===== src/design/tpm_pkg.sv =====
// Package for the pixel port multiplexer: register map, reset values, mode codes, carriers.
// Assumes one 25 MHz clock that also serves as the pixel dot clock.
package tpm_pkg;

    // ----------------------------------------------------------------
    // Register byte addresses
    // ----------------------------------------------------------------
    localparam logic [7:0] TPM_ADDR_MODE = 8'h00;
    localparam logic [7:0] TPM_ADDR_ICSEL = 8'h04;
    localparam logic [7:0] TPM_ADDR_OCSEL = 8'h08;
    localparam logic [7:0] TPM_ADDR_PAGE = 8'h0c;
    localparam logic [7:0] TPM_ADDR_GCTL = 8'h10;
    localparam logic [7:0] TPM_ADDR_MASK = 8'h14;
    localparam logic [7:0] TPM_ADDR_TEST = 8'h18;
    localparam logic [7:0] TPM_ADDR_STATUS = 8'h1c;

    // ----------------------------------------------------------------
    // Reset values
    // ----------------------------------------------------------------
    localparam logic [7:0] TPM_RST_MODE = 8'h2d;
    localparam logic [7:0] TPM_RST_ICSEL = 8'h00;
    localparam logic [7:0] TPM_RST_OCSEL = 8'h3f;
    localparam logic [7:0] TPM_RST_PAGE = 8'h00;
    localparam logic [7:0] TPM_RST_GCTL = 8'h03;
    localparam logic [7:0] TPM_RST_MASK = 8'hff;
    localparam logic [7:0] TPM_RST_TEST = 8'h00;

    // ----------------------------------------------------------------
    // Mode codes, field positions, timing counts
    // ----------------------------------------------------------------
    localparam logic [5:0] TPM_CODE_VGA = 6'h2d;
    localparam logic [5:0] TPM_CODE_TRUE = 6'h0d;
    localparam logic [5:0] TPM_CODE_NIB = 6'h1f;
    localparam logic [5:0] TPM_CODE_PAL_LO = 6'h10;
    localparam logic [5:0] TPM_CODE_PAL_HI = 6'h1e;
    localparam int TPM_GCTL_NIB_EN = 3;
    localparam int TPM_GCTL_SPLIT_EN = 2;
    localparam logic [3:0] TPM_HWRST_SEL = 4'hf;
    localparam logic [2:0] TPM_RATIO_LOG_MAX = 3'h5;
    localparam logic [3:0] TPM_VCTL_LAST = 4'h3;
    localparam logic [3:0] TPM_VCTL_HALF = 4'h2;
    localparam int TPM_SYNC_DLY = 2;

    typedef enum logic [6:0] {
        TPM_MODE_VGA = 7'h01,
        TPM_MODE_BPP1 = 7'h02,
        TPM_MODE_BPP2 = 7'h04,
        TPM_MODE_BPP4 = 7'h08,
        TPM_MODE_BPP8 = 7'h10,
        TPM_MODE_TRUE = 7'h20,
        TPM_MODE_NIB = 7'h40
    } tpm_mode_t;

    typedef struct packed {
        logic psel;
        logic penable;
        logic pwrite;
        logic [7:0] paddr;
        logic [31:0] pwdata;
    } tpm_apb_req_t;

    typedef struct packed {
        logic hsync_n;
        logic vsync_n;
        logic blank_n;
    } tpm_ctl_t;

    typedef struct packed {
        logic [7:0] palette_index;
        logic [7:0] red;
        logic [7:0] green;
        logic [7:0] blue;
        logic overlay_active;
        tpm_ctl_t ctl;
    } tpm_video_t;

endpackage


===== src/design/tpm_group_select.sv =====
// Pixel group extractor: picks one group of a latched load and forms the palette address.
// Assumes the caller registers the outputs and steps the group index once per pixel.
`timescale 1ns/100ps
module tpm_group_select
(
    input wire logic [31:0] word,
    input wire tpm_pkg::tpm_mode_t mode,
    input wire logic [1:0] bpp_log,
    input wire logic [4:0] grp,
    input wire logic nibble_select_flag,
    input wire logic [7:0] page,
    input wire logic [7:0] mask,
    output logic [7:0] palette_index,
    output logic [7:0] red,
    output logic [7:0] green,
    output logic [7:0] blue,
    output logic overlay_active
);

    logic [15:0] nib_bus;
    logic [31:0] src;
    logic [31:0] shifted;
    logic [7:0] low_mask;
    logic [7:0] addr;
    logic [4:0] shamt;
    logic [8:0] span;

    // ----------------------------------------------------------------
    // Nibble bus, one nibble per byte, flag used unlatched
    // ----------------------------------------------------------------
    genvar gi;
    generate
        for (gi = 0; gi < 4; gi++)
        begin : g_nib
            assign nib_bus[gi*4 +: 4] = nibble_select_flag ? word[gi*8+4 +: 4] : word[gi*8 +: 4];
        end
    endgenerate

    // ----------------------------------------------------------------
    // Group extraction and page merge
    // ----------------------------------------------------------------
    always_comb
    begin
        src = (mode == tpm_pkg::TPM_MODE_NIB) ? {16'h0000, nib_bus} : word;
        shamt = 5'((grp << bpp_log));
        shifted = src >> shamt;
        span = 9'(9'h001 << (4'h1 << bpp_log));
        low_mask = 8'(span - 9'h001);
        red = 8'h00;
        green = 8'h00;
        blue = 8'h00;
        overlay_active = 1'b0;
        unique case (mode)
            tpm_pkg::TPM_MODE_TRUE:
            begin
                blue = word[31:24];
                green = word[23:16];
                red = word[15:8];
                addr = word[7:0];
                overlay_active = (word[7:0] != 8'h00) && (mask != 8'h00);
            end
            tpm_pkg::TPM_MODE_VGA, tpm_pkg::TPM_MODE_BPP8:
                addr = shifted[7:0];
            tpm_pkg::TPM_MODE_BPP1, tpm_pkg::TPM_MODE_BPP2, tpm_pkg::TPM_MODE_BPP4, tpm_pkg::TPM_MODE_NIB:
                addr = (page & ~low_mask) | (shifted[7:0] & low_mask);
            default:
                addr = 8'h00;
        endcase
        palette_index = addr & mask;
    end

endmodule


===== src/design/tpm_pixel_mux.sv =====
// Pixel port multiplexer with mode decode, load serialiser, reset paths and APB registers.
// Assumes APB master on pclk; pixel, sync and strobe inputs already synchronous to pclk.
`timescale 1ns/100ps
//
// Contract
// - Mode code 1Eh gives 8 bpp on 32 bits, four bytes, lowest first.
// - Mode bits 7 and 6 are ignored during decode.
// - Shift clock divide ratio equals pixels per bus load.
// - One shift edge captures all groups; shifted out lowest group first.
// - True colour: bits 31:24 blue, 23:16 green, 15:8 red.
// - True colour low byte is overlay; off when zero or mask cleared.
// - Nibble mode picks upper or lower nibble per byte, four pixels.
// - Writing mode low bits 2Dh performs a software reset of registers.
// - All select lines high plus store strobe rising edge resets registers.
// - After power-on reset the device is in pass-through mode.
// - Reset defaults 2Dh, 00h, 3Fh, 00h, 03h, FFh.
// - After reset the test register selects red.
// - Palette address ANDed with mask after page merge.
// - Pixel data latched on shift edge, or oscillator rise in pass-through.
// - Sync and blank sampled on control clock fall, or oscillator rise.
// - Internal delays align sync and blank with pixel data.
// - Device generates shift clock and separate video control clock.
// - General control bit 3 set, bit 2 clear forces nibble mode.
// - Nibble flag used directly, never latched.
// - One bpp: pixel is address bit 0, page gives upper seven.
module tpm_pixel_mux
(
    input wire logic pclk,
    input wire logic presetn,
    input wire tpm_pkg::tpm_apb_req_t apb_req,
    output logic [31:0] prdata,
    output logic pready,
    output logic pslverr,
    input wire logic [31:0] pixel_in,
    input wire logic [7:0] vga_in,
    input wire logic primary_osc_input,
    input wire logic [3:0] register_select_lines,
    input wire logic store_strobe,
    input wire logic nibble_select_flag,
    input wire logic hsync_n_in,
    input wire logic vsync_n_in,
    input wire logic blank_n_in,
    input wire logic passthrough_blank_in,
    output logic shift_clock,
    output logic video_ctrl_clock,
    output tpm_pkg::tpm_video_t video_out
);

    typedef struct packed {
        logic [7:0] mode;
        logic [7:0] icsel;
        logic [7:0] ocsel;
        logic [7:0] page;
        logic [7:0] gctl;
        logic [7:0] mask;
        logic [7:0] tsel;
        logic [31:0] word;
        tpm_pkg::tpm_mode_t lmode;
        logic [1:0] lbpp;
        logic [4:0] lglast;
        logic [4:0] grp;
        logic [4:0] div;
        logic sclk;
        logic [3:0] vdiv;
        logic vctl;
        logic osc_q;
        logic strobe_q;
        tpm_pkg::tpm_ctl_t ctl;
        logic [tpm_pkg::TPM_SYNC_DLY*3-1:0] pipe;
        tpm_pkg::tpm_video_t out;
        logic [31:0] rdata;
    } tpm_state_t;

    tpm_state_t s_reg;
    tpm_state_t s_next;
    tpm_pkg::tpm_mode_t cur_mode;
    logic [1:0] cur_bpp;
    logic [2:0] cur_glog;
    logic [2:0] ratio_log;
    logic [4:0] ratio_last;
    logic load;
    logic osc_rise;
    logic vctl_fall;
    logic hw_rst;
    logic sw_rst;
    logic wr_en;
    logic mapped;
    logic [7:0] sel_index;
    logic [7:0] sel_red;
    logic [7:0] sel_green;
    logic [7:0] sel_blue;
    logic sel_overlay;

    // ----------------------------------------------------------------
    // Group selector
    // ----------------------------------------------------------------
    tpm_group_select u_sel
    (
        .word(s_reg.word),
        .mode(s_reg.lmode),
        .bpp_log(s_reg.lbpp),
        .grp(s_reg.grp),
        .nibble_select_flag(nibble_select_flag),
        .page(s_reg.page),
        .mask(s_reg.mask),
        .palette_index(sel_index),
        .red(sel_red),
        .green(sel_green),
        .blue(sel_blue),
        .overlay_active(sel_overlay)
    );

    // ----------------------------------------------------------------
    // Mode decode
    // ----------------------------------------------------------------
    always_comb
    begin
        cur_mode = tpm_pkg::TPM_MODE_VGA;
        cur_bpp = 2'h3;
        cur_glog = 3'h0;
        if (s_reg.gctl[tpm_pkg::TPM_GCTL_NIB_EN] && !s_reg.gctl[tpm_pkg::TPM_GCTL_SPLIT_EN])
        begin
            cur_mode = tpm_pkg::TPM_MODE_NIB;
            cur_bpp = 2'h2;
            cur_glog = 3'h2;
        end
        else if (s_reg.mode[5:0] == tpm_pkg::TPM_CODE_TRUE)
        begin
            cur_mode = tpm_pkg::TPM_MODE_TRUE;
        end
        else if (s_reg.mode[5:0] == tpm_pkg::TPM_CODE_NIB)
        begin
            cur_mode = tpm_pkg::TPM_MODE_NIB;
            cur_bpp = 2'h2;
            cur_glog = 3'h2;
        end
        else if (s_reg.mode[5:0] >= tpm_pkg::TPM_CODE_PAL_LO && s_reg.mode[5:0] <= tpm_pkg::TPM_CODE_PAL_HI)
        begin
            cur_bpp = s_reg.mode[3:2];
            unique case (s_reg.mode[3:2])
                2'h0: cur_mode = tpm_pkg::TPM_MODE_BPP1;
                2'h1: cur_mode = tpm_pkg::TPM_MODE_BPP2;
                2'h2: cur_mode = tpm_pkg::TPM_MODE_BPP4;
                2'h3: cur_mode = tpm_pkg::TPM_MODE_BPP8;
            endcase
            if (s_reg.mode[3:2] == 2'h3)
            begin
                cur_glog = 3'(3'h3 + {1'b0, s_reg.mode[1:0]} - 3'h3);
            end
            else
            begin
                cur_glog = 3'(3'h2 + {1'b0, s_reg.mode[1:0]} - {1'b0, s_reg.mode[3:2]});
            end
        end
    end

    // ----------------------------------------------------------------
    // Next state
    // ----------------------------------------------------------------
    always_comb
    begin
        s_next = s_reg;
        wr_en = apb_req.psel && apb_req.penable && apb_req.pwrite;
        hw_rst = (register_select_lines == tpm_pkg::TPM_HWRST_SEL) && store_strobe && !s_reg.strobe_q;
        sw_rst = 1'b0;
        osc_rise = primary_osc_input && !s_reg.osc_q;
        s_next.osc_q = primary_osc_input;
        s_next.strobe_q = store_strobe;
        ratio_log = (s_reg.ocsel[2:0] > tpm_pkg::TPM_RATIO_LOG_MAX) ? 3'h0 : s_reg.ocsel[2:0];
        ratio_last = 5'((6'h01 << ratio_log) - 6'h01);
        if (cur_mode == tpm_pkg::TPM_MODE_VGA)
        begin
            load = osc_rise;
        end
        else
        begin
            load = (s_reg.div >= ratio_last);
        end
        s_next.div = load ? 5'h00 : 5'(s_reg.div + 5'h01);
        s_next.sclk = load;
        if (load)
        begin
            s_next.word = (cur_mode == tpm_pkg::TPM_MODE_VGA) ? {24'h000000, vga_in} : pixel_in;
            s_next.lmode = cur_mode;
            s_next.lbpp = cur_bpp;
            s_next.lglast = 5'((6'h01 << cur_glog) - 6'h01);
            s_next.grp = 5'h00;
        end
        else if (s_reg.grp != s_reg.lglast)
        begin
            s_next.grp = 5'(s_reg.grp + 5'h01);
        end
        s_next.vdiv = (s_reg.vdiv == tpm_pkg::TPM_VCTL_LAST) ? 4'h0 : 4'(s_reg.vdiv + 4'h1);
        s_next.vctl = (s_next.vdiv < tpm_pkg::TPM_VCTL_HALF);
        vctl_fall = s_reg.vctl && !s_next.vctl;
        if (cur_mode == tpm_pkg::TPM_MODE_VGA && osc_rise)
        begin
            s_next.ctl = '{hsync_n_in, vsync_n_in, passthrough_blank_in};
        end
        else if (cur_mode != tpm_pkg::TPM_MODE_VGA && vctl_fall)
        begin
            s_next.ctl = '{hsync_n_in, vsync_n_in, blank_n_in};
        end
        s_next.pipe = {s_reg.pipe[tpm_pkg::TPM_SYNC_DLY*3-4:0], s_reg.ctl};
        s_next.out.palette_index = sel_index;
        s_next.out.red = sel_red;
        s_next.out.green = sel_green;
        s_next.out.blue = sel_blue;
        s_next.out.overlay_active = sel_overlay;
        s_next.out.ctl = s_reg.pipe[tpm_pkg::TPM_SYNC_DLY*3-1 -: 3];
        mapped = (apb_req.paddr[1:0] == 2'h0) && (apb_req.paddr <= tpm_pkg::TPM_ADDR_STATUS);
        if (apb_req.psel && !apb_req.penable)
        begin
            unique case (apb_req.paddr)
                tpm_pkg::TPM_ADDR_MODE: s_next.rdata = {24'h000000, s_reg.mode};
                tpm_pkg::TPM_ADDR_ICSEL: s_next.rdata = {24'h000000, s_reg.icsel};
                tpm_pkg::TPM_ADDR_OCSEL: s_next.rdata = {24'h000000, s_reg.ocsel};
                tpm_pkg::TPM_ADDR_PAGE: s_next.rdata = {24'h000000, s_reg.page};
                tpm_pkg::TPM_ADDR_GCTL: s_next.rdata = {24'h000000, s_reg.gctl};
                tpm_pkg::TPM_ADDR_MASK: s_next.rdata = {24'h000000, s_reg.mask};
                tpm_pkg::TPM_ADDR_TEST:
                begin
                    unique case (s_reg.tsel[1:0])
                        2'h0: s_next.rdata = {16'h0000, s_reg.tsel, s_reg.out.red};
                        2'h1: s_next.rdata = {16'h0000, s_reg.tsel, s_reg.out.green};
                        2'h2: s_next.rdata = {16'h0000, s_reg.tsel, s_reg.out.blue};
                        2'h3: s_next.rdata = {16'h0000, s_reg.tsel, 8'h00};
                    endcase
                end
                tpm_pkg::TPM_ADDR_STATUS:
                    s_next.rdata = {15'h0000, s_reg.lmode, s_reg.grp, s_reg.lglast};
                default: s_next.rdata = 32'h00000000;
            endcase
        end
        if (wr_en)
        begin
            unique case (apb_req.paddr)
                tpm_pkg::TPM_ADDR_MODE:
                begin
                    s_next.mode = apb_req.pwdata[7:0];
                    sw_rst = (apb_req.pwdata[5:0] == tpm_pkg::TPM_CODE_VGA);
                end
                tpm_pkg::TPM_ADDR_ICSEL: s_next.icsel = apb_req.pwdata[7:0];
                tpm_pkg::TPM_ADDR_OCSEL: s_next.ocsel = apb_req.pwdata[7:0];
                tpm_pkg::TPM_ADDR_PAGE: s_next.page = apb_req.pwdata[7:0];
                tpm_pkg::TPM_ADDR_GCTL: s_next.gctl = apb_req.pwdata[7:0];
                tpm_pkg::TPM_ADDR_MASK: s_next.mask = apb_req.pwdata[7:0];
                tpm_pkg::TPM_ADDR_TEST: s_next.tsel = apb_req.pwdata[7:0];
                default: s_next.mode = s_next.mode;
            endcase
        end
        if (hw_rst || sw_rst)
        begin
            s_next.mode = tpm_pkg::TPM_RST_MODE;
            s_next.icsel = tpm_pkg::TPM_RST_ICSEL;
            s_next.ocsel = tpm_pkg::TPM_RST_OCSEL;
            s_next.page = tpm_pkg::TPM_RST_PAGE;
            s_next.gctl = tpm_pkg::TPM_RST_GCTL;
            s_next.mask = tpm_pkg::TPM_RST_MASK;
            s_next.tsel = tpm_pkg::TPM_RST_TEST;
        end
    end

    // ----------------------------------------------------------------
    // State register
    // ----------------------------------------------------------------
    always_ff @(posedge pclk or negedge presetn)
    begin
        if (!presetn)
        begin
            s_reg <= '0;
            s_reg.mode <= tpm_pkg::TPM_RST_MODE;
            s_reg.icsel <= tpm_pkg::TPM_RST_ICSEL;
            s_reg.ocsel <= tpm_pkg::TPM_RST_OCSEL;
            s_reg.page <= tpm_pkg::TPM_RST_PAGE;
            s_reg.gctl <= tpm_pkg::TPM_RST_GCTL;
            s_reg.mask <= tpm_pkg::TPM_RST_MASK;
            s_reg.tsel <= tpm_pkg::TPM_RST_TEST;
            s_reg.lmode <= tpm_pkg::TPM_MODE_VGA;
            s_reg.lbpp <= 2'h3;
            s_reg.ctl <= 3'h7;
            s_reg.pipe <= '1;
            s_reg.out.ctl <= 3'h7;
        end
        else
        begin
            s_reg <= s_next;
        end
    end

    // ----------------------------------------------------------------
    // Outputs
    // ----------------------------------------------------------------
    assign prdata = s_reg.rdata;
    assign pready = 1'b1;
    assign pslverr = apb_req.psel && apb_req.penable && !mapped;
    assign shift_clock = s_reg.sclk;
    assign video_ctrl_clock = s_reg.vctl;
    assign video_out = s_reg.out;
endmodule


===== config.mk =====
export PLATFORM = sky130hd
export DESIGN_NAME = tpm_pixel_mux
export DESIGN_NICKNAME = d
export VERILOG_FILES = /design/src/design/tpm_pkg.sv /design/src/design/tpm_group_select.sv /design/src/design/tpm_pixel_mux.sv
export SDC_FILE = /design/constraint.sdc
export NUM_CORES = 1
export LEC_CHECK = 0
export CAP_MARGIN = 20
export CORE_MARGIN = 3
export CORE_UTILIZATION = 45
export DETAILED_ROUTE_END_ITERATION = 6
export DONT_BUFFER_PORTS = 1
export GPL_TIMING_DRIVEN = 0
export PLACE_DENSITY_LB_ADDON = 0.15
export SLEW_MARGIN = 20
export SYNTH_ARGS = -nofsm -noshare
export SYNTH_HDL_FRONTEND = slang
export SYNTH_SLANG_ARGS = --single-unit

===== constraint.sdc =====
create_clock -name pclk -period 2.85 [get_ports pclk]
set_input_delay 0.285 -clock pclk [delete_from_list [all_inputs] [get_ports pclk]]
set_output_delay 0.285 -clock pclk [all_outputs]
set_load 0.03 [all_outputs]

==> results.py, run 1 <==
metrics = {
    "worst_setup_path": {
        "critPathMaxStageDelay_ns": 0.60,
        "cp_max_fo": 5,
        "worstSetupPathType": "register to register",
        "cp_cell_sequence": "inv_2 > ha_4 > nor2_4 > nand2_1 > ha_1 > nand2b_4 > a21o_1 > a21o_1 > a21o_1 > a21oi_4 > o21ai_4 > buf_8 > mux2_4",
        "worst_path_most_repeated_cell": "a21o_1",
        "startpoint_type": "register",
        "crit_path_end_kind": "register",
        "cp.arrival_ns": 3.17,
        "crit_required_ns": 3.16,
        "slowest_stage": "dfstp_2",
    },
    "yosys": {
        "synth.yosys.seq_area_share_pct": 41.6,
        "syn_avg_cell_area_um2": 9.72,
        "synth.top_cell.area_share_pct": 33.3,
        "synth_top_area_cell": "dfrtp_1",
        "ys_async_sr_fraction_pct": 100,
        "synthTopCellsByArea": "dfrtp_1 (33%), mux2i_1 (8.4%), dfstp_2 (8.3%)",
        "ys_types": 78,
        "synth_cells": 1138,
        "synth-seq-cells": 182,
        "ys.flop_type": "dfrtp_1",
        "synth_edf_count": 0,
        "syn_area_um2": 11100,
        "yosysWarnings": 0,
    },
    "layout": {
        "largest_reg_flops": 118,
        "area_growth_syn_to_layout_pct": 18.5,
        "utilization_pct": 55.0,
        "layout_common_cells": "dfrtp_1 (144), nand2_1 (132), buf_4 (103)",
        "final_common_cell": "dfrtp_1",
        "antenna_cells": 0,
        "stdcell_count": 1565,
        "fillers": 2187,
        "final_area_um2": 13100,
        "drive_gt1_share_pct": 27.8,
        "nNetsFinal": 1347,
    },
    "clocking": {
        "cts_root_buf": "clkbuf_16",
        "cts_hold_buf": 35,
        "htree_levels": 4,
        "cts_sinks": 182,
        "clk_pin_slew_ns": 0.08,
        "cts_tree": "yes",
        "worstSkewPairLatency_ns": 0.44,
        "cts_buffers": 17,
        "clockBufferDepth": 2,
    },
    "placement": {
        "placed_area_um2": 11500,
        "hpwl_um": 24900,
        "gp_congestion": 0.943,
        "placed_cells": 1471,
        "port_buffers": 0,
    },
    "timing": {
        "timing.hold.ws_ns": -0.465,
        "rsz0062_at_grt": "yes",
        "tightestPinTransition_ns": 1.12,
        "report.final.setup_viol": 2,
        "timing.final.crit_period_ns": 2.86,
        "fin_worst_skew_ns": 0.0159,
        "max_freq_mhz": 350,
        "slew-limit-headroom_pct": 24.8,
        "slew_violations": 0,
        "fin_crit_sh_pct": 100,
        "layout_setup_ws_ns": -0.0106,
        "hold_viol_final": 182,
    },
    "route": {
        "wl_per_cell_um": 21.7,
        "wl_um": 33900,
        "ant_nets": 0,
        "vias": 9039,
        "vias_per_cell": 5.78,
        "drt_iter0_drc": 790,
        "drt-pass1-iter-count": 6,
        "drcViolationCount": 0,
    },
    "floorplan": {
        "die_w_um": 163,
        "num_rows": 56,
        "start_util_pct": 46.4,
        "io_pins": 168,
        "core-area_um2": 23800,
        "die_area_um2": 26500,
        "die_y_um": 163,
    },
    "global_routing": {
        "grt_pass1_vias": 8700,
        "grt_use_total_pct": 25.4,
        "grt_max_degree": 183,
        "antenna_found_initial": 0,
        "overflow": 0,
        "grt_pass1_wl_um": 51800,
    },
    "power_and_ir_drop": {
        "p_seq_share_pct": 40.6,
        "ir_drop_mv": 0.521,
        "leakage_nw": 5.84,
        "total_power_w": 0.00820,
        "power_density_nw_per_um2": 626,
        "clkPwrFrac_pct": 29.3,
        "swShare_pct": 36.4,
        "switchingPower_w": 0.00299,
        "p_int_w": 0.00522,
        "p_comb_share_pct": 30.2,
    },
    "status": {
        "failed_checks": "negative hold slack, negative setup slack",
        "outcome": "finished, violations left",
    },
    "job": {
        "maxCapViolCount": 0,
    },
    "hold_path": {
        "hold_class": "input port to asynchronous set/reset pin",
    },
}
## per-layer routing
metal	up-vias	part of all wire, %	track usage, %
li1	4164	-	-
met2	403	43	37.4
met5	-	0	0
met4	0	1.2	5.15
met3	33	8.6	5.75
met1	4439	47	38.3
## synth_stat cells, types with 5 or more instances
library cell / n
o21a_1: 5
clkbuf_1: 44
nor3_1: 14
o22ai_1: 7
mux2i_1: 93
a22o_1: 16
a21oi_1: 28
a22oi_1: 30
buf_4: 72
a21o_1: 11
o21ai_0: 67
mux2_2: 63
nand4_1: 7
dfstp_2: 35
and2_1: 25
nand3_1: 21
nand2b_1: 8
dfrtp_1: 147
nor2_1: 67
a221oi_1: 7
xnor2_1: 7
nand2_1: 134
or3_1: 6
a31oi_1: 11
buf_2: 15
o31ai_1: 5
nor2b_1: 8
xor2_1: 13
mux4_2: 8
inv_1: 42
o21ai_1: 9
a211oi_1: 8
ha_1: 18
## repair_timing
action                                 in CTS  in global routing
gates cloned                                1                  3
endpoints found under the hold margin     219                182
resized for setup                          50                 66
buffers inserted                           13                 18
pin swaps                                   7                  9
setup endpoints to repair                  65                 56
## critical path: cells and delay by family, from the launching register on
kind / cells / cell delay, ns
buffers and inverters: 2 / 0.22
AO/OA/AOI/OAI: 5 / 0.92
flip-flops: 1 / 0.60
AND/OR/NAND/NOR: 3 / 0.27
adder cells (fa/ha/maj): 2 / 0.43
multiplexers: 1 / 0.29
## layout make-up
class / count / area [um2] / share of cell area [%]
Multi-Input combinational cell: 790 / 5800 / 44.3
Clock buffer: 18 / 439 / 3.35
Buffer: 130 / 901 / 6.88
Inverter: 43 / 161 / 1.23
Timing Repair Buffer: 69 / 641 / 4.89
Tap cell: 319 / 399 / 3.05
Sequential cell: 182 / 4600 / 35.1
Clock inverter: 14 / 158 / 1.20
## power groups by stage
stage / clock [W] / sequential (W) / combinational, W
2_1_floorplan: 0 / 0.00310 / 0.00157
3_3_place_gp: 0 / 0.00329 / 0.00205
3_5_place_dp: 0 / 0.00329 / 0.00205
4_1_cts: 0.00245 / 0.00326 / 0.00223
5_1_grt: 0.00255 / 0.00336 / 0.00267
6_report: 0.00240 / 0.00333 / 0.00248
## path summary, 6_finish.rpt
kind / startpoint / endpoint / slack [ns] / depth (start not counted)
max: s_reg[175] / s_reg[112] / -0.01 / 13
min: presetn / s_reg[186] / -0.46 / 0
max reg2reg: s_reg[175] / s_reg[112] / -0.01 / 13
min reg2reg: s_next[73] / s_next[34] / 0.35 / 0
max in group asynchronous: presetn / s_reg[101] / 3.03 / 0
min in group pclk: apb_req[0] / s_reg[181] / 0.05 / 2
## stage by stage
stage	setup slack, ns	setup TNS [ns]
floorplan	0.0313	0
global placement	-0.582	-25.05
detailed placement	-0.592	-26.84
CTS	0.00255	0
global route	-0.128	-2.16
finish	-0.0106	-0.0113
## kinds of logic after synthesis
| logic type | synth area share, % |
|---|---|
| AOI/OAI and AO/OA | 14.5 |
| xor gates and xnor gates | 1.58 |
| adders and majority gates | 2.04 |
| buffers and inverters | 9.03 |
| DFF | 41.6 |
| muxes | 16.6 |
| other | 0.0679 |
| and+or+nand+nor | 14.6 |
(Power assumes the default switching activity.)
==> run 2: changes to the inputs <==
- CORE_UTILIZATION: 45 -> 24
- HOLD_SLACK_MARGIN: default -> 0.12
==> run 2 against run 1 <==
The flow finishes with violations (negative hold slack); non-clock buffer count is 16 higher; via count shrank 0.14%; sequential share of layout area fell by 1.6 points; fmax is 0.59% higher; largest cell class unchanged; largest power group unchanged.
==> results.py, run 2 (same netlist as run 1, synthesis figures left out) <==
metrics = {
    "status": {
        "outcome": "finished, violations left",
        "failed_checks": "negative hold slack",
    },
    "route": {
        "vias": 9026,
        "vias_per_cell": 4.85,
        "wl_met2_um": 18100,
        "wl_met1_um": 19500,
        "wl_per_cell_um": 21.8,
        "drt_iter0_drc": 719,
        "top_layer": "met4",
        "drcViolationCount": 0,
        "drt-pass1-iter-count": 5,
        "wl_met3_um": 2070,
        "wl_um": 40700,
        "ant_nets": 0,
    },
    "timing": {
        "timing.hold.ws_ns": -0.501,
        "rsz0062_at_grt": "yes",
        "report.final.setup_viol": 0,
        "slew_violations": 0,
        "max_freq_mhz": 352,
        "tightestPinTransition_ns": 1.01,
        "fin_crit_sh_pct": 99.8,
        "timing.final.crit_period_ns": 2.84,
        "fin_worst_skew_ns": 0.0212,
        "slew-limit-headroom_pct": 32.4,
        "hold_viol_final": 182,
    },
    "floorplan": {
        "die_area_um2": 48700,
        "start_util_pct": 24.3,
        "num_rows": 78,
        "core-area_um2": 45500,
        "die_y_um": 221,
        "io_pins": 168,
        "die_w_um": 221,
    },
    "layout": {
        "drive_gt1_share_pct": 27.4,
        "final_area_um2": 13700,
        "final_common_cell": "dfrtp_1",
        "layout_common_cells": "dfrtp_1 (144), nand2_1 (132), buf_4 (95)",
        "stdcell_count": 1862,
        "utilization_pct": 30.1,
        "largest_reg_flops": 118,
        "nNetsFinal": 1362,
        "area_growth_syn_to_layout_pct": 24.0,
    },
    "hold_path": {
        "hold_class": "input port to asynchronous set/reset pin",
    },
    "clocking": {
        "cts_tree": "yes",
        "cts_sinks": 182,
        "worstSkewPairLatency_ns": 0.50,
        "clockBufferDepth": 2,
        "clk_pin_slew_ns": 0.08,
        "cts_buffers": 17,
        "cts_hold_buf": 55,
        "htree_levels": 4,
        "cts_root_buf": "clkbuf_16",
    },
    "worst_setup_path": {
        "startpoint_type": "register",
        "crit_path_end_kind": "register",
        "slowest_stage": "dfstp_2",
        "critPathMaxStageDelay_ns": 0.63,
        "cp_cell_sequence": "inv_2 > ha_4 > nor2_4 > nand2_1 > ha_1 > nand2b_4 > a21o_1 > a21o_1 > a21o_1 > a21oi_4 > o21ai_4 > buf_8 > mux2_4",
        "worst_path_most_repeated_cell": "a21o_1",
        "crit_required_ns": 3.22,
        "worstSetupPathType": "register to register",
        "cp.arrival_ns": 3.22,
        "cp_max_fo": 5,
    },
    "power_and_ir_drop": {
        "clkPwrFrac_pct": 28.5,
        "p_int_w": 0.00517,
        "ir_drop_mv": 0.342,
        "power_density_nw_per_um2": 608,
        "p_seq_share_pct": 40.2,
        "p_comb_share_pct": 31.3,
        "switchingPower_w": 0.00317,
        "swShare_pct": 38.0,
        "total_power_w": 0.00834,
        "leakage_nw": 5.91,
    },
    "global_routing": {
        "overflow": 0,
        "grt_pass1_vias": 8780,
        "grt_use_total_pct": 16.9,
        "grt_max_degree": 183,
        "grt_pass1_wl_um": 59400,
        "antenna_found_initial": 0,
    },
    "placement": {
        "hpwl_um": 29900,
        "port_buffers": 0,
        "placed_cells": 1752,
        "gp_congestion": 0.900,
        "placed_area_um2": 11900,
    },
    "job": {
        "maxCapViolCount": 0,
    },
}
-- run 2: cell count changes in the layout (fill, tap and decap cells not counted), moves of 4 or more --
cell	before	now
nor2_4	6	11
buf_4	103	95
dlygate4sd3_1	35	55
buf_6	5	9
inv_6	1	5
-- run 2: worst paths after layout --
check,slack (ns),cells past startpoint,to,startpoint
hold reg to reg,0.36,0,video_out[1],s_next[33]
setup reg to reg,0.006,13,s_reg[105],s_reg[175]
setup / recovery,0.006,13,s_reg[105],s_reg[175]
hold / removal,-0.50,0,video_out[19],presetn
min in group pclk,0.32,4,s_reg[154],register_select_lines[0]
max in group asynchronous,2.91,0,s_reg[105],presetn
-- run 2: metrics by stage --
step / TNS [ns] / worst slack, ns
6_report: 0 / 0.00630
5_1_grt: -3.93 / -0.114
4_1_cts: -0.0959 / -0.0511
3_5_place_dp: -47.93 / -0.789
3_3_place_gp: -47.77 / -0.963
2_1_floorplan: 0 / 0.0313
-- run 2: critical path: cells and delay by family (launching register included) --
family	cells	cell delay, ns
adders and majority gates	2	0.46
muxes	1	0.29
and+or+nand+nor	3	0.27
AOI/OAI and AO/OA	5	0.84
DFF	1	0.63
buffers and inverters	2	0.24
-- run 2: per-layer routing --
layer / track usage, % / up-vias
met2: 25.1 / 270
li1: - / 4182
met5: 0 / -
met4: 6.01 / 0
met3: 3.47 / 42
met1: 24.2 / 4532
-- run 2: timing repair --
item | CTS | global route
pin swaps | 10 | 24
buffers inserted | 19 | 8
endpoints found under the setup margin | 80 | 76
gates cloned | 2 | 2
resized for setup | 72 | 71
endpoints found under the hold margin | 271 | 182
-- run 2: layout make-up --
type | instances | area [um2]
Tap cell | 600 | 751
Timing Repair Buffer | 86 | 838
Sequential cell | 182 | 4600
Fill cell | 4784 | 31800
Clock buffer | 18 | 429
Clock inverter | 14 | 136
Buffer | 129 | 922
Multi-Input combinational cell | 789 | 5870
Inverter | 43 | 161
Antenna cell | 1 | 2.50
-- run 2: power by group through the flow --
| stage | combinational [W] | clock [W] | sequential (W) |
|---|---|---|---|
| 3_3_place_gp | 0.00215 | 0 | 0.00332 |
| 3_5_place_dp | 0.00213 | 0 | 0.00332 |
| 2_1_floorplan | 0.00157 | 0 | 0.00310 |
| 5_1_grt | 0.00282 | 0.00256 | 0.00338 |
| 4_1_cts | 0.00242 | 0.00248 | 0.00330 |
| 6_report | 0.00261 | 0.00238 | 0.00335 |
